<file path="src/include/bccs_pkg.sv">
// Shared types and constants of the bidirectional converter sequencer.
// Assumes a single 100 MHz clock and comparator flags from the analog die.
`default_nettype none
package bccs_pkg;

    // ------------------------------------------------------------------
    // Timing
    // ------------------------------------------------------------------
    localparam int CLK_PERIOD_NS    = 10;
    localparam int EN_FILT_NS       = 2500;   // Enable glitch filter
    localparam int DIR_FILT_NS      = 10000;  // Direction glitch filter
    localparam int SD_LATCH_NS      = 2500;   // Deadtime pin low time
    localparam int LATCH_CLR_NS     = 10000;  // Enable-low time to clear
    // Least times, rounded up to whole cycles
    localparam int EN_FILT_CYC  = (EN_FILT_NS + CLK_PERIOD_NS - 1)
                                  / CLK_PERIOD_NS;
    localparam int DIR_FILT_CYC = (DIR_FILT_NS + CLK_PERIOD_NS - 1)
                                  / CLK_PERIOD_NS;
    localparam int SD_LATCH_CYC = (SD_LATCH_NS + CLK_PERIOD_NS - 1)
                                  / CLK_PERIOD_NS;
    localparam int LATCH_CLR_CYC = (LATCH_CLR_NS + CLK_PERIOD_NS - 1)
                                   / CLK_PERIOD_NS;
    localparam int CNT_W        = 10;     // Holds counts up to 1023
    localparam int OSC_HALF_CYC = 50;     // Default half period, 1 MHz
    localparam int OSC_W        = 16;

    // ------------------------------------------------------------------
    // Encodings
    // ------------------------------------------------------------------
    typedef enum logic [1:0] {
        BCCS_SHUTDOWN = 2'b00,
        BCCS_INIT     = 2'b01,
        BCCS_STANDBY  = 2'b10
    } bccs_mode_type;

    typedef enum logic [1:0] {
        BCCS_CH_OFF   = 2'b00,
        BCCS_CH_SOFT  = 2'b01,
        BCCS_CH_RUN   = 2'b10,
        BCCS_CH_DISCH = 2'b11
    } bccs_ch_state_type;

    localparam logic [1:0] DIR_INVALID = 2'b00;
    localparam logic [1:0] DIR_BUCK    = 2'b01;
    localparam logic [1:0] DIR_BOOST   = 2'b10;

    // ------------------------------------------------------------------
    // Carriers
    // ------------------------------------------------------------------
    typedef struct packed {
        logic       bias_gt_8v5;   // Bias rail above rising threshold
        logic       bias_gt_8v0;   // Bias rail above falling threshold
        logic       bias_ext;      // External 9.5 V to 12 V present
        logic       cmd_gt_1v25;   // Commander enable above 1.25 V
        logic       cmd_gt_1v5;    // Commander enable above 1.5 V
        logic       cmd_gt_2v5;    // Commander enable above 2.5 V
        logic       dtsd_gt_1v;    // Deadtime/shutdown pin above 1 V
        logic [1:0] en_gt_2v;      // Channel enable above 2 V
        logic [1:0] en_lt_1v;      // Channel enable below 1 V
        logic [1:0] dir_hi;        // Direction actively high
        logic [1:0] dir_lo;        // Direction actively low
        logic [1:0] ss_gt_0v3;     // Soft-start pin above 0.3 V
        logic [1:0] ss_gt_1v;      // Soft-start pin above 1 V
    } bccs_comp_type;

    typedef struct packed {
        logic       linear_reg_drive;
        logic       ref_reg_enable;
        logic       deadtime_shutdown_pin;  // 1.2 V pull-up enable
        logic       sync_clock_out;
        logic       latched_shutdown;
        logic [1:0] softstart_discharge;
        logic [1:0] high_side_gate;
        logic [1:0] low_side_gate;
        logic [1:0] sense_polarity;          // 1: buck polarity
    } bccs_drive_type;

    typedef struct packed {
        bccs_ch_state_type st;
        logic              buck;   // Direction the soft-start ran for
    } bccs_chan_type;

    // Three-state decode of a direction pin from its two flags
    function automatic logic [1:0] dir_decode(input logic hi,
                                              input logic lo);
        if (hi && !lo) begin
            return DIR_BUCK;
        end else if (lo && !hi) begin
            return DIR_BOOST;
        end
        return DIR_INVALID;
    endfunction

endpackage
`default_nettype wire

</file>
<file path="src/hw/bccs_glitch_filter.sv">
// Level glitch filter: accepts a new level only once the input has differed from the held level long enough.
// Assumes its input is already synchronous to i_clk.
`timescale 1ns/1ps
`default_nettype none
module bccs_glitch_filter #(
    parameter int          W      = 1,
    parameter int          CYCLES = 250,
    parameter logic [W-1:0] INIT  = '0
) (
    // Clock and reset
    input  wire logic         i_clk,
    input  wire logic         i_rst_n,
    // Level
    input  wire logic [W-1:0] i_level,
    output logic      [W-1:0] o_level
);
    localparam int CW = $clog2(CYCLES + 1);
    localparam logic [CW-1:0] LAST = CW'(CYCLES - 1);

    typedef struct packed {
        logic [W-1:0]  lvl;
        logic [CW-1:0] cnt;
    } bccs_filt_type;

    bccs_filt_type state_reg;
    bccs_filt_type state_next;

    // Any bounce back to the held level restarts the count
    always_comb begin
        state_next = state_reg;
        if (i_level == state_reg.lvl) begin
            state_next.cnt = '0;
        end else if (state_reg.cnt == LAST) begin
            state_next.lvl = i_level;
            state_next.cnt = '0;
        end else begin
            state_next.cnt = state_reg.cnt + CW'(1);
        end
    end

    always_ff @(posedge i_clk or negedge i_rst_n) begin
        if (!i_rst_n) begin
            state_reg <= '{lvl: INIT, cnt: '0};
        end else begin
            state_reg <= state_next;
        end
    end

    assign o_level = state_reg.lvl;
endmodule
`default_nettype wire

</file>
<file path="src/hw/bccs_sequencer.sv">
// Mode and command sequencer of a dual-channel bidirectional controller.
// Assumes all comparator flags arrive asynchronously from analog logic.
//
// Operation
// - Bias below 8 V holds shutdown, 8.5 V releases; here low bias only blocks standby and the mode falls to init
// - Reference regulators start only after bias is good
// - External bias supply turns linear driver off
// - Enable below 1.25 V: shutdown, gates off, reset
// - Enable 1.5-2.5 V: init, driver on, pin pull-up
// - Init keeps channels off without valid commands
// - Enable above 2.5 V starts oscillator sync clock
// - Soft-start and gates off until commanded
// - Sense polarity follows channel direction
// - Each enable governs only its own channel
// - Enable high starts channel through soft-start
// - Enable low stops gates and discharges soft-start
// - Open enable reads low via pulldown
// - Enable filter ignores pulses under 2.5 us
// - Direction high selects step-down operation
// - Direction low selects step-up operation
// - Third-state direction keeps channel in standby
// - Direction change: discharge below 0.3 V, restart
// - Direction filter ignores pulses under 10 us
// - Pin low 2.5 us latches emergency shutdown
// - Latch clears after enable low 10 us
// - Gates switch once soft-start exceeds 1 V
`timescale 1ns/1ps
`default_nettype none
module bccs_sequencer #(
    parameter int OSC_HALF = bccs_pkg::OSC_HALF_CYC
) (
    // Clock and reset
    input  wire logic                     i_clk,
    input  wire logic                     i_rst_n,
    // Comparator flags from the analog side
    input  wire bccs_pkg::bccs_comp_type  i_comp,
    // Drive and control outputs
    output bccs_pkg::bccs_drive_type      o_drive,
    output bccs_pkg::bccs_mode_type       o_mode
);
    localparam int CW = bccs_pkg::CNT_W;
    localparam int OW = bccs_pkg::OSC_W;
    localparam logic [CW-1:0] SD_LAST  = CW'(bccs_pkg::SD_LATCH_CYC - 1);
    localparam logic [CW-1:0] CLR_LAST = CW'(bccs_pkg::LATCH_CLR_CYC - 1);
    localparam logic [OW-1:0] OSC_LAST = OW'(OSC_HALF - 1);

    // ------------------------------------------------------------------
    // State
    // ------------------------------------------------------------------
    typedef struct packed {
        bccs_pkg::bccs_comp_type       s1;
        bccs_pkg::bccs_comp_type       s2;
        logic                          bias_ok;
        logic [1:0]                    en_lvl;
        bccs_pkg::bccs_mode_type       mode;
        logic                          latched;
        logic [CW-1:0]                 sd_cnt;
        logic [CW-1:0]                 clr_cnt;
        logic [OW-1:0]                 osc_cnt;
        bccs_pkg::bccs_chan_type [1:0] chan;
        bccs_pkg::bccs_drive_type      drv;
    } bccs_state_type;

    bccs_state_type state_reg;
    bccs_state_type state_next;

    logic [1:0] en_filt;
    logic [3:0] dir_filt;

    // ------------------------------------------------------------------
    // Per-channel glitch filters
    // ------------------------------------------------------------------
    // Filters sit behind the synchroniser so a bounce is seen once
    for (genvar ch = 0; ch < 2; ch++) begin : g_filt
        bccs_glitch_filter #(
            .W      (1),
            .CYCLES (bccs_pkg::EN_FILT_CYC),
            .INIT   (1'b0)
        ) u_en_filt (
            .i_clk   (i_clk),
            .i_rst_n (i_rst_n),
            .i_level (state_reg.en_lvl[ch]),
            .o_level (en_filt[ch])
        );

        bccs_glitch_filter #(
            .W      (2),
            .CYCLES (bccs_pkg::DIR_FILT_CYC),
            .INIT   (bccs_pkg::DIR_INVALID)
        ) u_dir_filt (
            .i_clk   (i_clk),
            .i_rst_n (i_rst_n),
            .i_level (bccs_pkg::dir_decode(state_reg.s2.dir_hi[ch],
                                           state_reg.s2.dir_lo[ch])),
            .o_level (dir_filt[2*ch +: 2])
        );
    end

    // ------------------------------------------------------------------
    // Next-state logic
    // ------------------------------------------------------------------
    always_comb begin
        logic       run_ok;
        logic       req;
        logic       buck;
        logic [1:0] dir;
        run_ok = 1'b0;
        req    = 1'b0;
        buck   = 1'b0;
        dir    = bccs_pkg::DIR_INVALID;
        state_next = state_reg;

        // Two-flop synchroniser on every comparator flag
        state_next.s1 = i_comp;
        state_next.s2 = state_reg.s1;

        // Bias hysteresis between the two thresholds
        if (state_reg.s2.bias_gt_8v5) begin
            state_next.bias_ok = 1'b1;
        end else if (!state_reg.s2.bias_gt_8v0) begin
            state_next.bias_ok = 1'b0;
        end

        // Enable hysteresis; an open pin reads below 1 V
        for (int ch = 0; ch < 2; ch++) begin
            if (state_reg.s2.en_gt_2v[ch]) begin
                state_next.en_lvl[ch] = 1'b1;
            end else if (state_reg.s2.en_lt_1v[ch]
                         || !state_reg.s2.en_gt_2v[ch]
                            && !state_reg.s2.en_lt_1v[ch]
                            && 1'b0) begin
                state_next.en_lvl[ch] = 1'b0;
            end
        end

        // Operating mode from the commander enable levels
        if (!state_reg.s2.cmd_gt_1v25) begin
            state_next.mode = bccs_pkg::BCCS_SHUTDOWN;
        end else if (state_reg.s2.cmd_gt_2v5 && state_reg.bias_ok) begin
            state_next.mode = bccs_pkg::BCCS_STANDBY;
        end else if (state_reg.s2.cmd_gt_1v5
                     || state_reg.mode != bccs_pkg::BCCS_SHUTDOWN) begin
            state_next.mode = bccs_pkg::BCCS_INIT;
        end

        // Emergency latch: set by a long low on the deadtime pin
        if (!state_reg.s2.dtsd_gt_1v
            && state_reg.mode == bccs_pkg::BCCS_STANDBY) begin
            if (state_reg.sd_cnt == SD_LAST) begin
                state_next.latched = 1'b1;
            end else begin
                state_next.sd_cnt = state_reg.sd_cnt + CW'(1);
            end
        end else begin
            state_next.sd_cnt = '0;
        end
        // Only a long enable low clears it; a short dip does not
        if (!state_reg.s2.cmd_gt_1v25) begin
            if (state_reg.clr_cnt == CLR_LAST) begin
                state_next.latched = 1'b0;
            end else begin
                state_next.clr_cnt = state_reg.clr_cnt + CW'(1);
            end
        end else begin
            state_next.clr_cnt = '0;
        end

        run_ok = state_reg.mode == bccs_pkg::BCCS_STANDBY
                 && state_reg.bias_ok && !state_reg.latched;

        // Channel sequencing, each channel on its own commands
        for (int ch = 0; ch < 2; ch++) begin
            dir  = dir_filt[2*ch +: 2];
            buck = (dir == bccs_pkg::DIR_BUCK);
            req  = run_ok && en_filt[ch]
                   && dir != bccs_pkg::DIR_INVALID;
            unique case (state_reg.chan[ch].st)
                bccs_pkg::BCCS_CH_OFF: begin
                    if (req) begin
                        state_next.chan[ch].st   = bccs_pkg::BCCS_CH_SOFT;
                        state_next.chan[ch].buck = buck;
                    end
                end
                bccs_pkg::BCCS_CH_SOFT,
                bccs_pkg::BCCS_CH_RUN: begin
                    if (!req) begin
                        state_next.chan[ch].st = bccs_pkg::BCCS_CH_OFF;
                    end else if (buck != state_reg.chan[ch].buck) begin
                        state_next.chan[ch].st = bccs_pkg::BCCS_CH_DISCH;
                    end else if (state_reg.s2.ss_gt_1v[ch]) begin
                        state_next.chan[ch].st = bccs_pkg::BCCS_CH_RUN;
                    end
                end
                bccs_pkg::BCCS_CH_DISCH: begin
                    if (!req) begin
                        state_next.chan[ch].st = bccs_pkg::BCCS_CH_OFF;
                    end else if (!state_reg.s2.ss_gt_0v3[ch]) begin
                        state_next.chan[ch].st   = bccs_pkg::BCCS_CH_SOFT;
                        state_next.chan[ch].buck = buck;
                    end
                end
            endcase
            // Shutdown clears all channel logic at once
            if (state_reg.mode == bccs_pkg::BCCS_SHUTDOWN) begin
                state_next.chan[ch].st   = bccs_pkg::BCCS_CH_OFF;
                state_next.chan[ch].buck = 1'b0;
            end
        end

        // Oscillator runs only once fully enabled
        if (state_reg.mode == bccs_pkg::BCCS_STANDBY) begin
            if (state_reg.osc_cnt == OSC_LAST) begin
                state_next.osc_cnt = '0;
                state_next.drv.sync_clock_out =
                    !state_reg.drv.sync_clock_out;
            end else begin
                state_next.osc_cnt = state_reg.osc_cnt + OW'(1);
            end
        end else begin
            state_next.osc_cnt            = '0;
            state_next.drv.sync_clock_out = 1'b0;
        end

        // Registered drive outputs, derived from the present state
        state_next.drv.linear_reg_drive =
            state_reg.mode != bccs_pkg::BCCS_SHUTDOWN
            && !state_reg.s2.bias_ext;
        state_next.drv.ref_reg_enable =
            state_reg.mode != bccs_pkg::BCCS_SHUTDOWN
            && state_reg.bias_ok;
        state_next.drv.deadtime_shutdown_pin =
            state_reg.mode != bccs_pkg::BCCS_SHUTDOWN;
        state_next.drv.latched_shutdown = state_reg.latched;
        for (int ch = 0; ch < 2; ch++) begin
            // Gates only in run; a latch, low bias or lost standby stops them now
            state_next.drv.high_side_gate[ch] =
                state_reg.chan[ch].st == bccs_pkg::BCCS_CH_RUN
                && run_ok;
            state_next.drv.low_side_gate[ch] =
                state_next.drv.high_side_gate[ch];
            state_next.drv.softstart_discharge[ch] =
                state_reg.chan[ch].st == bccs_pkg::BCCS_CH_OFF
                || state_reg.chan[ch].st == bccs_pkg::BCCS_CH_DISCH
                || !run_ok;
            state_next.drv.sense_polarity[ch] =
                state_reg.chan[ch].buck;
        end
    end

    // ------------------------------------------------------------------
    // State register
    // ------------------------------------------------------------------
    // The latch has its own clear path, so reset only zeroes it at power
    always_ff @(posedge i_clk or negedge i_rst_n) begin
        if (!i_rst_n) begin
            state_reg <= '0;
            state_reg.drv.softstart_discharge <= 2'b11;
        end else begin
            state_reg <= state_next;
        end
    end

    assign o_drive = state_reg.drv;
    assign o_mode  = state_reg.mode;
endmodule
`default_nettype wire

</file>
<file path="config.mk">
export PLATFORM = sky130hd
export DESIGN_NAME = bccs_sequencer
export DESIGN_NICKNAME = d
export VERILOG_FILES = /design/src/include/bccs_pkg.sv /design/src/hw/bccs_glitch_filter.sv /design/src/hw/bccs_sequencer.sv
export SDC_FILE = /design/constraint.sdc
export NUM_CORES = 1
export LEC_CHECK = 0
export ABC_AREA = 1
export BUFFER_PORTS_ARGS = -buffer_cell sky130_fd_sc_hd__buf_2
export CORE_ASPECT_RATIO = 0.9
export CORE_MARGIN = 2
export CORE_UTILIZATION = 37
export DETAILED_ROUTE_END_ITERATION = 8
export SLEW_MARGIN = 20
export SYNTH_ARGS = -nofsm -noshare
export SYNTH_HDL_FRONTEND = slang
export SYNTH_SLANG_ARGS = --single-unit
</file>
<file path="constraint.sdc">
create_clock -name i_clk -period 1.7 [get_ports i_clk]
set_input_delay 0.425 -clock i_clk [delete_from_list [all_inputs] [get_ports i_clk]]
set_output_delay 0.425 -clock i_clk [all_outputs]
set_load 0.005 [all_outputs]
</file>
==> implementation parameters, run 1 <==
Parameter                              Value

Outcome
  Status    finished, final reports clean

Clocking
  Reg clk slew, reported paths    60 ps
  Count of H-tree levels built during CTS    4
  Bufs on Longest Clock Path    2
  Number of hold-repair buffers added at the cts stage    1
  Later-pin clock latency in the skew report    420 ps
  Clock buffer count from CTS    17
  Number of buffers inserted to repair setup after CTS    0
  CTS tree    built
  Cts repair resizes    0
  Num Clock Sinks    139
  Clock Root Buffer    sky130_fd_sc_hd__clkbuf_16

Drt
  DRC violation count after routing    0
  1st-pass router iterations    4
  Initial detailed-routing violation count    approximately 170
  Routed WL    11,700 um
  Via count normalized by instance count    4.75
  Average wire per standard cell    12.5 um
  Total number of vias    4,433
  Post-detailed-route count of antenna-violating nets    0

Floorplanning
  Area of the core    between 0.015 and 0.02 sq mm
  Die boundary width    between 100 and 150 um
  Die outline area    0.0178 sq mm
  Core Rows    44
  I/O Pins    36
  Initial core utilization    38.2%
  Vertical extent of the die    127 um

Logic synthesis
  Per-instance average area after synthesis    9.21 sq um
  Count of distinct cell types in the synthesized netlist    42
  Proportion of synthesized area in mux cells    0.161%
  Main combinational cell family by area after synthesis    simple AND/OR/NAND/NOR gates
  EDFF count, synth    0
  Syn_nets    roughly 710
  Number of standard cells after synthesis    just under 700
  Flip-flop and latch count after synthesis    roughly 140
  Sequential area share after synthesis    between 50% and 60%
  Cell Area, Synth    0.00620 sq mm
  Prevailing post-synth register cell    sky130_fd_sc_hd__dfrtp_1
  Fraction of the mapped netlist area in simple logic gates    around 25%
  Async set-reset flop share out of synthesis    100%
  Compound-Gate Fraction of Synth Area    between 4 and 5%
  Synth warnings    0
  Xor and xnor fraction of the mapped netlist area    around 3.8%
  Adder-cell share of the synthesized area    3.43%

Layout
  Total area of multi-input combinational cells    0.00227 sq mm
  Post-route non-filler standard cell count    ~930
  Utilization after layout    44.3%
  Layout net count    752
  Number of antenna repair diodes    0
  Max FFs per register    between 60 and 70
  Sequential cell area in the final layout    0.00348 sq mm
  Area growth from synthesis to layout    15.9%
  Share of layout cells above drive strength 1    13.8%
  Fillers    around 1,500

Critical path
  Startpoint of the worst-slack reg-to-reg timing path    state_reg[36]$_DFFE_PN0P_
  CP startpoint    state_reg[36]$_DFFE_PN0P_
  Setup slack, reg-to-reg    170 ps
  Crit path max-delay cell type    sky130_fd_sc_hd__dfrtp_1
  Worst r2r dst    state_reg[36]$_DFFE_PN0P_
  End point of the critical path    state_reg[36]$_DFFE_PN0P_
  Worst setup EP type    flop
  Worst path arrival time    ~1900 ps
  Cell count of the worst reg-to-reg path    6
  Max incr delay on CP    between 400 and 500 ps
  Worst setup path category    reg -> reg
  Maximum fanout encountered on the critical timing path    6
  Category of the worst setup path launch point    flop
  Critical path data required time    a little over 2000 ps
  Critical path, cell by cell    ha_1, nand2_1, nor3_2, nand4_2, nand2b_1, a21oi_1

STA
  Period utilization    90.1%
  Transition time at the pin with the least slew margin    404 ps
  Post-layout minimum cycle time    1530 ps
  Maximum achievable frequency    around 650 MHz
  RSZ-0062 raised after global routing    no
  Endpoints failing setup    0
  Layout Skew    7.48 ps
  Final count of hold timing violations    0
  Number of slew-limit violations in the final report    0
  Total Negative Setup Slacks    0 ps
  Slack of the critical path    168 ps
  Worst-case headroom to the max-slew limit    73.1%

Job
  Count of max-cap constraint violations    0

Global route
  Sum of overflow across all layers after global routing    0
  Vias in the first global route    4,507
  Maximum number of pins on one net before global-route repair    54
  GRT Util Overall    between 10% and 20%
  Global-route wire length before repair    20,300 um
  Antenna violations before repair    0

Placed design
  Placed insts    901
  Last weighted congestion value of the routability-driven placer    0.844
  Sum of net half-perimeters after detailed placement    8250 um
  Count of port buffers added during placement    35
  Setup slack at placement    175 ps

Pwr
  Static leakage power    0.00332 uW
  Worst IR Drop VDD    0.000715 V
  Pwr Total    7810 uW
  Cell area power density    1090 mW/mm^2

Min path
  Worst hold-check path type    in -> reg
==> kinds of logic after synthesis <==
logic type / count (synthesis)
adders and majority gates: 17
AOI/OAI and AO/OA: 52
muxes: 1
and+or+nand+nor: 334
buffers and inverters: 103
DFF: 139
xor gates and xnor gates: 27
==> worst min path at each step <==
stage                             start                                          end  slack (ps)  depth (start not counted)
5_1_grt                       i_comp[5]                     state_next[66]$_DFF_PN0_          80                          1
4_1_cts                       i_comp[0]                     state_next[61]$_DFF_PN0_          90                          1
3_5_place_dp   state_next[71]$_DFF_PN0_                      state_reg[71]$_DFF_PN0_         330                          0
2_1_floorplan                   i_rst_n  g_filt[0].u_dir_filt.o_level[0]$_DFFE_PN0P_         130                          0
3_3_place_gp   state_next[76]$_DFF_PN0_                      state_reg[76]$_DFF_PN0_         330                          0
6_report                      i_comp[0]                     state_next[61]$_DFF_PN0_         110                          1
==> through the flow <==
step	hold slack [ps]	cell area, sq um
4_1_cts	86.0	7190
6_report	106	7190
3_5_place_dp	335	6570
5_1_grt	80.1	7190
3_3_place_gp	335	6570
2_1_floorplan	129	6200
==> critical path, delay by kind of cell, from the launching register on <==
family          cells  cell delay, ps
compound gates      1             120
fa+ha+maj           1             260
flops               1             420
simple gates        4             660
==> cells in the mapped netlist (3+ instances only) <==
cell type / count / area, sq um
sky130_fd_sc_hd__inv_1: 81 / 304
sky130_fd_sc_hd__xnor2_1: 7 / 61.3
sky130_fd_sc_hd__ha_1: 17 / 213
sky130_fd_sc_hd__o21ai_0: 17 / 85.1
sky130_fd_sc_hd__nor3b_1: 3 / 22.5
sky130_fd_sc_hd__buf_4: 16 / 120
sky130_fd_sc_hd__nand2b_1: 3 / 18.8
sky130_fd_sc_hd__xor2_1: 20 / 175
sky130_fd_sc_hd__dfrtp_1: 137 / 3430
sky130_fd_sc_hd__o21ai_1: 3 / 15.0
sky130_fd_sc_hd__inv_2: 3 / 11.3
sky130_fd_sc_hd__nand2_1: 113 / 424
sky130_fd_sc_hd__nor2_2: 6 / 37.5
sky130_fd_sc_hd__nand3_1: 40 / 200
sky130_fd_sc_hd__a21oi_1: 19 / 95.1
sky130_fd_sc_hd__nand3_2: 3 / 30.0
sky130_fd_sc_hd__nor3_1: 26 / 130
sky130_fd_sc_hd__o21bai_1: 3 / 22.5
sky130_fd_sc_hd__nor2_1: 108 / 405
sky130_fd_sc_hd__nand2_2: 6 / 37.5
sky130_fd_sc_hd__nand4_1: 13 / 81.3
==> layout by cell type, fill, tap and decap left out, drive strengths merged, types with 7 or more instances in the layout <==
| cell type | Yosys | layout |
|---|---|---|
| a21oi | 19 | 19 |
| buf | 18 | 40 |
| clkbuf | 1 | 20 |
| dfrtp | 137 | 137 |
| ha | 17 | 17 |
| inv | 84 | 87 |
| nand2 | 119 | 119 |
| nand3 | 43 | 43 |
| nand4 | 14 | 14 |
| nor2 | 116 | 116 |
| nor3 | 29 | 29 |
| o21ai | 20 | 20 |
| xnor2 | 7 | 7 |
| xor2 | 20 | 20 |
==> routing by layer <==
metal	track usage, %	wire length [um]
met1	17.4	5410
met2	23.9	5660
met3	4.72	440
met4	5.64	165
met5	0	0
==> power by group <==
| part | leakage, uW | switching (uW) | internal [uW] |
|---|---|---|---|
| registers | 0.00181 | 118 | 3450 |
| logic | 0.00123 | 285 | 177 |
| clock network | 0.000284 | 1420 | 2360 |
| total | 0.00332 | 1820 | 5990 |
==> cell type report <==
cell class / count / area share (%)
clock buffers: 20 / 6.22
flip-flops and latches: 139 / 48.4
inverters: 84 / 4.39
multi-input cells: 431 / 31.6
well taps: 207 / 3.60
clock inverters: 12 / 2.23
repair buffers: 41 / 3.53
No activity file was read; power rests on OpenSTA's default activity.
==> run 2, diff against run 1 <==
--- a/config.mk
+++ b/config.mk
@@ -14,4 +14,5 @@
 export SLEW_MARGIN = 20
 export SYNTH_ARGS = -nofsm -noshare
 export SYNTH_HDL_FRONTEND = slang
+export SYNTH_HIERARCHICAL = 1
 export SYNTH_SLANG_ARGS = --single-unit
==> run 2 against run 1 <==
Effect of this change: sequential share of layout area decreased by 0.80 points; die area increased by 2.3%; clock-buffer cell count unchanged; worst hold slack improved by 3.6 ps; global-route usage decreased by 0.94 points; via count decreased by 1.4%; clock power decreased by 7.4%; routed wire length decreased by 5.8%; maximum frequency increased by 3.7%; core utilization decreased by 0.85 points; synthesized cell count increased by 3.4%; critical path depth increased by 2.
==> implementation parameters, run 2 <==
Parameter                              Value

Placed design
  Sum of net half-perimeters after detailed placement    7890 um
  Count of port buffers added during placement    35
  Setup slack at placement    around 230 ps
  Last weighted congestion value of the routability-driven placer    around 0.84
  Placement-stage cell area    0.00672 sq mm

Floorplanning
  I/O Pins    36
  Vertical extent of the die    around 130 um
  Die boundary width    142 um
  Area of the core    between 0.015 and 0.02 sq mm
  Die outline area    0.0182 sq mm
  Core Rows    45
  Initial core utilization    a little under two fifths

Pwr
  Cell area power density    1040 mW/mm^2
  Fraction of power spent switching nets    24.2%
  Sequential share of power    47.2%
  Worst IR Drop VDD    0.000623 V
  Part of the total power dissipated in the clock network    46.3%
  Net switching power of the design    1830 uW
  Internal Pwr Total    roughly 5700 uW
  Pwr Total    7570 uW
  Static leakage power    roughly 0.0034 uW
  Logic pwr share    6.5%

Clocking
  Later-pin clock latency in the skew report    420 ps
  Clock Root Buffer    sky130_fd_sc_hd__clkbuf_16
  CTS tree    built
  Num Clock Sinks    139
  Count of H-tree levels built during CTS    4
  Reg clk slew, reported paths    60 ps
  Clock buffer count from CTS    17
  Number of buffers inserted to repair setup after CTS    0
  Bufs on Longest Clock Path    2

Layout
  Most common library cell in the layout ignoring fill and taps    sky130_fd_sc_hd__dfrtp_1
  Max FFs per register    62
  Number of antenna repair diodes    0
  Utilization after layout    a little over two fifths
  Most frequent cells in the layout    sky130_fd_sc_hd__dfrtp_1 (137), sky130_fd_sc_hd__nor2_1 (120), sky130_fd_sc_hd__nand2_1 (105)
  Fillers    roughly 1,600
  Area growth from synthesis to layout    15.1%
  Cell area after layout    0.00731 sq mm
  Share of layout cells above drive strength 1    15.7%
  Layout net count    776

Critical path
  Critical path data required time    ~2000 ps
  Critical path, cell by cell    ha_1, nand2_1, nor2_1, nand2_1, nor3_2, nand2_1, nand3_1, nor2_1
  Maximum fanout encountered on the critical timing path    5
  Worst setup EP type    flop
  Crit path max-delay cell type    sky130_fd_sc_hd__dfrtp_1
  Worst path bufs/invs    0
  Setup slack, reg-to-reg    between 200 and 250 ps
  Depth of the critical timing path with buffers and inverters included    8
  Category of the worst setup path launch point    flop
  Worst setup path category    reg -> reg
  Worst path arrival time    roughly 1800 ps
  Max incr delay on CP    420 ps
  CP top delay family    simple AND/OR/NAND/NOR gates
  Worst path most repeated cell    sky130_fd_sc_hd__nand2_1
  Cell count of the worst reg-to-reg path    8

STA
  Period utilization    86.9%
  Post-layout minimum cycle time    1480 ps
  Layout Skew    8.88 ps
  Maximum achievable frequency    677 MHz
  Total Negative Setup Slacks    0 ps
  Endpoints failing setup    0
  Worst-case headroom to the max-slew limit    64.9%
  Final count of hold timing violations    0
  RSZ-0062 raised after global routing    no
  Slack of the critical path    222 ps
  Number of slew-limit violations in the final report    0
  Transition time at the pin with the least slew margin    522 ps

Global route
  GRT Util Overall    13.4%
  Vias in the first global route    approximately 4,300
  Sum of overflow across all layers after global routing    0
  Antenna violations before repair    0
  Global-route wire length before repair    19,500 um
  Maximum number of pins on one net before global-route repair    46

Outcome
  Status    finished, final reports clean

Drt
  Initial detailed-routing violation count    236
  Average wire per standard cell    11.4 um
  1st-pass router iterations    4
  Routed WL    11,000 um
  DRC violation count after routing    0
  Post-detailed-route count of antenna-violating nets    0
  Total number of vias    4,372
  Via count normalized by instance count    4.54

Logic synthesis
  Share of the synthesized area in the top cell type    a little over half
  Per-instance average area after synthesis    9.12 sq um
  Cell Area, Synth    0.00635 sq mm
  Flip-flop and latch count after synthesis    139
  Count of distinct cell types in the synthesized netlist    32
  Synth top cells by count    sky130_fd_sc_hd__dfrtp_1 (137), sky130_fd_sc_hd__nor2_1 (120), sky130_fd_sc_hd__nand2_1 (105), sky130_fd_sc_hd__inv_1 (81), sky130_fd_sc_hd__nand3_1 (60)
  Prevailing post-synth register cell    sky130_fd_sc_hd__dfrtp_1
  Syn_nets    734
  Sequential area share after synthesis    a little over half
  Most common cell in the netlist    sky130_fd_sc_hd__dfrtp_1
  Cells taking the most area after synthesis    sky130_fd_sc_hd__dfrtp_1 (54%), sky130_fd_sc_hd__nor2_1 (7.1%), sky130_fd_sc_hd__nand2_1 (6.2%), sky130_fd_sc_hd__inv_1 (4.8%), sky130_fd_sc_hd__nand3_1 (4.7%)
  Synth warnings    6
  Most area-hungry cell type in the Yosys netlist    sky130_fd_sc_hd__dfrtp_1
  Number of standard cells after synthesis    696
  EDFF count, synth    0
  Async set-reset flop share out of synthesis    100%

Min path
  Worst hold-check path type    in -> reg
  Worst Hold Path Cells    1

Job
  Count of max-cap constraint violations    0
[run 2: cell types whose count changed after synthesis, sizes merged, moves of 2 or more]
cell / delta
a21o: +2
a31o: -2
a31oi: +2
nand2: +3
nand2b: -3
nand3: +21
nand4: -6
nor2: +20
nor3: -9
o21a: -2
xnor2: +5
xor2: -6
[run 2: final timing paths]
| path | startpoint | endpoint |
|---|---|---|
| worst max register to register | state_reg[19]$_DFF_PN0_ | state_reg[33]$_DFF_PN0_ |
| worst max-delay path | state_reg[19]$_DFF_PN0_ | state_reg[33]$_DFF_PN0_ |
| worst min register to register | state_next[61]$_DFF_PN0_ | state_reg[61]$_DFF_PN0_ |
| min in group asynchronous | i_rst_n | g_filt[0].u_dir_filt/state_reg[5]$_DFF_PN0_ |
| max in group asynchronous | i_rst_n | o_drive[6]$_DFF_PN1_ |
| worst min-delay path | i_comp[12] | state_next[73]$_DFF_PN0_ |
[run 2: what timing repair did]
| item | CTS | global route |
|---|---|---|
| hold buffers | 1 | 0 |
| hold endpoints to repair | 9 | 0 |
| resized for setup | 0 | 0 |
[run 2: power groups by stage]
stage	Clock, uW	Combinational, uW	Sequential [uW]
after floorplan	0	339	3600
after global placement	0	496	3630
after detailed placement	0	500	3630
after CTS	3610	503	3580
after global routing	3760	584	3600
final	3500	490	3570
[run 2: area by class of cell]
type                    instances  area (sq um)  share of cell area, %
clock buffers                  20           457                   6.25
inverters                      84           315                   4.32
repair buffers                 43           269                   3.68
clock inverters                12           116                   1.59
flip-flops and latches        139          3480                   47.6
well taps                     211           264                   3.61
multi-input cells             453          2400                   32.9
[run 2: metal layers]
metal,vias to the layer above,track usage [%],part of all wire (%)
met5,-,0,0
met4,0,4.94,1.5
met3,10,3.81,3.4
met2,56,20.3,44
met1,2020,18.4,52
li1,2286,-,-
[run 2: cells by family after synthesis]
family	after synthesis	synth area share, %
mux	1	0.158
simple gates	357	26.3
fa+ha+maj	17	3.35
xor+xnor	26	3.59
flops	139	54.8
buf+inv	104	7.27
compound gates	52	4.47
[run 2: stage by stage]
step                      hold slack, ps  instances
after global routing                88.8        962
after CTS                           92.6        962
after detailed placement             256        929
after floorplan                      129        696
after global placement               256        929
final                                109        962
==> run 3, diff against run 2 <==
--- a/config.mk
+++ b/config.mk
@@ -6,10 +6,11 @@
 export NUM_CORES = 1
 export LEC_CHECK = 0
 export ABC_AREA = 1
-export BUFFER_PORTS_ARGS = -buffer_cell sky130_fd_sc_hd__buf_2
+export BUFFER_PORTS_ARGS = -buffer_cell sky130_fd_sc_hd__buf_4
 export CORE_ASPECT_RATIO = 0.9
 export CORE_MARGIN = 2
 export CORE_UTILIZATION = 37
+export CTS_CLUSTER_DIAMETER = 80
 export DETAILED_ROUTE_END_ITERATION = 8
 export SLEW_MARGIN = 20
 export SYNTH_ARGS = -nofsm -noshare
==> run 3 against run 2 <==
Effect of this change: via count decreased by 0.48%; total power increased by 6.2%; maximum frequency decreased by 0.32%; worst hold slack improved by 1.4 ps; setup slack worse by 4.7 ps; routed wire length increased by 1.9%; non-clock buffer count is the same; die area did not move; critical path type is now reg -> out; largest cell class unchanged; largest power group is now clock.
==> implementation parameters, run 3 (same netlist as run 2, synthesis figures left out) <==
Parameter                              Value

Outcome
  Status    finished, final reports clean

Floorplanning
  I/O Pins    36
  Initial core utilization    37.7%
  Die outline area    0.0182 sq mm
  Area of the core    roughly 0.017 sq mm
  Vertical extent of the die    around 130 um
  Core Rows    45
  Die boundary width    142 um

Pwr
  Part of the total power dissipated in the clock network    49.1%
  Static leakage power    between 0.003 and 0.004 uW
  Fraction of power spent switching nets    approximately 22%
  Worst IR Drop VDD    roughly 0.00073 V
  Net switching power of the design    1800 uW
  Cell area power density    1080 mW/mm^2
  Logic pwr share    under 10%
  Internal Pwr Total    a little over 6000 uW
  Sequential share of power    44.5%

STA
  Number of slew-limit violations in the final report    0
  RSZ-0062 raised after global routing    no
  Layout Skew    5.38 ps
  Endpoints failing setup    0
  Final count of hold timing violations    0
  Slack of the critical path    218 ps
  Maximum achievable frequency    a little under 700 MHz
  Total Negative Setup Slacks    0 ps
  Transition time at the pin with the least slew margin    around 480 ps
  Post-layout minimum cycle time    1480 ps
  Worst-case headroom to the max-slew limit    68.2%
  Period utilization    between 80 and 90%
  Worst hold slack after final layout    111 ps

Clocking
  Clock Root Buffer    sky130_fd_sc_hd__clkbuf_16
  Clock buffer count from CTS    17
  CTS tree    built
  Later-pin clock latency in the skew report    between 400 and 500 ps
  Num Clock Sinks    139
  Cts repair resizes    0
  Count of H-tree levels built during CTS    4
  Bufs on Longest Clock Path    2
  Reg clk slew, reported paths    60 ps

Min path
  Worst Hold Path Cells    1
  Worst hold-check path type    in -> reg
  Launch point of the worst hold path    i_comp[0]
  Hold-critical path endpoint    state_next[61]$_DFF_PN0_

Critical path
  Max incr delay on CP    540 ps
  Maximum fanout encountered on the critical timing path    1
  Worst path arrival time    roughly 1100 ps
  Worst setup path category    reg -> out
  Critical path data required time    about 1300 ps
  Worst path bufs/invs    1
  CP top delay family    flip-flops
  Cell count of the worst reg-to-reg path    7
  Critical path, cell by cell    buf_4
  Category of the worst setup path launch point    flop
  Setup slack, reg-to-reg    220 ps
  Crit path max-delay cell type    sky130_fd_sc_hd__dfstp_2
  Depth of the critical timing path with buffers and inverters included    1
  Worst r2r dst    state_reg[35]$_DFFE_PN0P_
  Startpoint of the worst-slack reg-to-reg timing path    state_reg[35]$_DFFE_PN0P_
  Worst setup EP type    output port

Placed design
  Placement-stage cell area    0.00681 sq mm
  Count of port buffers added during placement    35
  Setup slack at placement    252 ps
  Sum of net half-perimeters after detailed placement    7980 um
  Placed insts    929
  Last weighted congestion value of the routability-driven placer    0.836

Layout
  Max FFs per register    62
  Area growth from synthesis to layout    17.4%
  Fillers    ~1,600
  Layout net count    just under 800
  Cell area after layout    about 0.0075 sq mm
  Share of layout cells above drive strength 1    15.6%
  Most common library cell in the layout ignoring fill and taps    sky130_fd_sc_hd__dfrtp_1
  Number of antenna repair diodes    0
  Most frequent cells in the layout    sky130_fd_sc_hd__dfrtp_1 (137), sky130_fd_sc_hd__nor2_1 (120), sky130_fd_sc_hd__nand2_1 (105)
  Post-route non-filler standard cell count    961

Global route
  Global-route wire length before repair    20,000 um
  Antenna violations before repair    0
  Maximum number of pins on one net before global-route repair    46
  Sum of overflow across all layers after global routing    0
  GRT Util Overall    13.9%
  Vias in the first global route    4,302

Drt
  Initial detailed-routing violation count    around 210
  Via count normalized by instance count    4.53
  Routed WL    11,200 um
  Post-detailed-route count of antenna-violating nets    0
  DRC violation count after routing    0
  Total number of vias    4,351
  1st-pass router iterations    4
  Average wire per standard cell    about 12 um

Job
  Count of max-cap constraint violations    0
run 3: cell count changes in the layout (fill, tap and decap cells not counted):
cell | before | now
sky130_fd_sc_hd__buf_2 | 34 | 0
sky130_fd_sc_hd__buf_4 | 5 | 39
sky130_fd_sc_hd__bufinv_16 | 1 | 4
sky130_fd_sc_hd__clkbuf_8 | 2 | 3
sky130_fd_sc_hd__clkinv_2 | 1 | 2
sky130_fd_sc_hd__clkinv_4 | 4 | 2
sky130_fd_sc_hd__clkinvlp_4 | 5 | 1
run 3: power groups by stage:
stage	sequential (uW)	combinational (uW)	clock, uW
floorplan	3600	339	0
global placement	3630	518	0
detailed placement	3630	524	0
CTS	3570	530	4050
global route	3590	607	4210
finish	3570	518	3940
run 3: layout make-up:
cell class | count | area (sq um) | share of cell area, %
Timing Repair Buffer | 43 | 354 | 4.75
Multi-Input combinational cell | 453 | 2400 | 32.3
Sequential cell | 139 | 3480 | 46.7
Inverter | 84 | 315 | 4.23
Tap cell | 211 | 264 | 3.54
Clock buffer | 21 | 470 | 6.31
Clock inverter | 10 | 164 | 2.20
run 3: how the worst max path moves through the flow:
| stage | startpoint | endpoint | slack (ps) |
|---|---|---|---|
| after CTS | state_reg[35]$_DFFE_PN0P_ | state_reg[35]$_DFFE_PN0P_ | 180 |
| after floorplan | o_mode[0]$_DFFE_PN0P_ | state_reg[14]$_DFFE_PN0P_ | 420 |
| after detailed placement | state_reg[19]$_DFF_PN0_ | state_reg[33]$_DFF_PN0_ | 250 |
| final | o_drive[6]$_DFF_PN1_ | o_drive[6] | 220 |
| after global routing | state_reg[35]$_DFFE_PN0P_ | state_reg[35]$_DFFE_PN0P_ | 40 |
| after global placement | state_reg[19]$_DFF_PN0_ | state_reg[33]$_DFF_PN0_ | 300 |
run 3: per-stage QoR:
stage                     total power [uW]  util, %
after global placement                4150     40.4
after detailed placement              4160     40.4
after floorplan                       3940        -
after CTS                             8160     44.3
after global routing                  8400     44.3
final                                 8030     44.3
run 3: repair_timing:
item / in CTS / in global routing
endpoints found under the hold margin: 39 / 0
hold buffers: 1 / 0
buffers inserted: 0 / 0
run 3: per-layer routing:
metal  vias to the layer above  GRT usage, %  routed length (um)
met4                         0          6.18                 212
met1                      2008          18.8                5660
li1                       2277             -                   -
met2                        51          20.9                4950
met3                        15          4.00                 392
met5                         -             0                   0
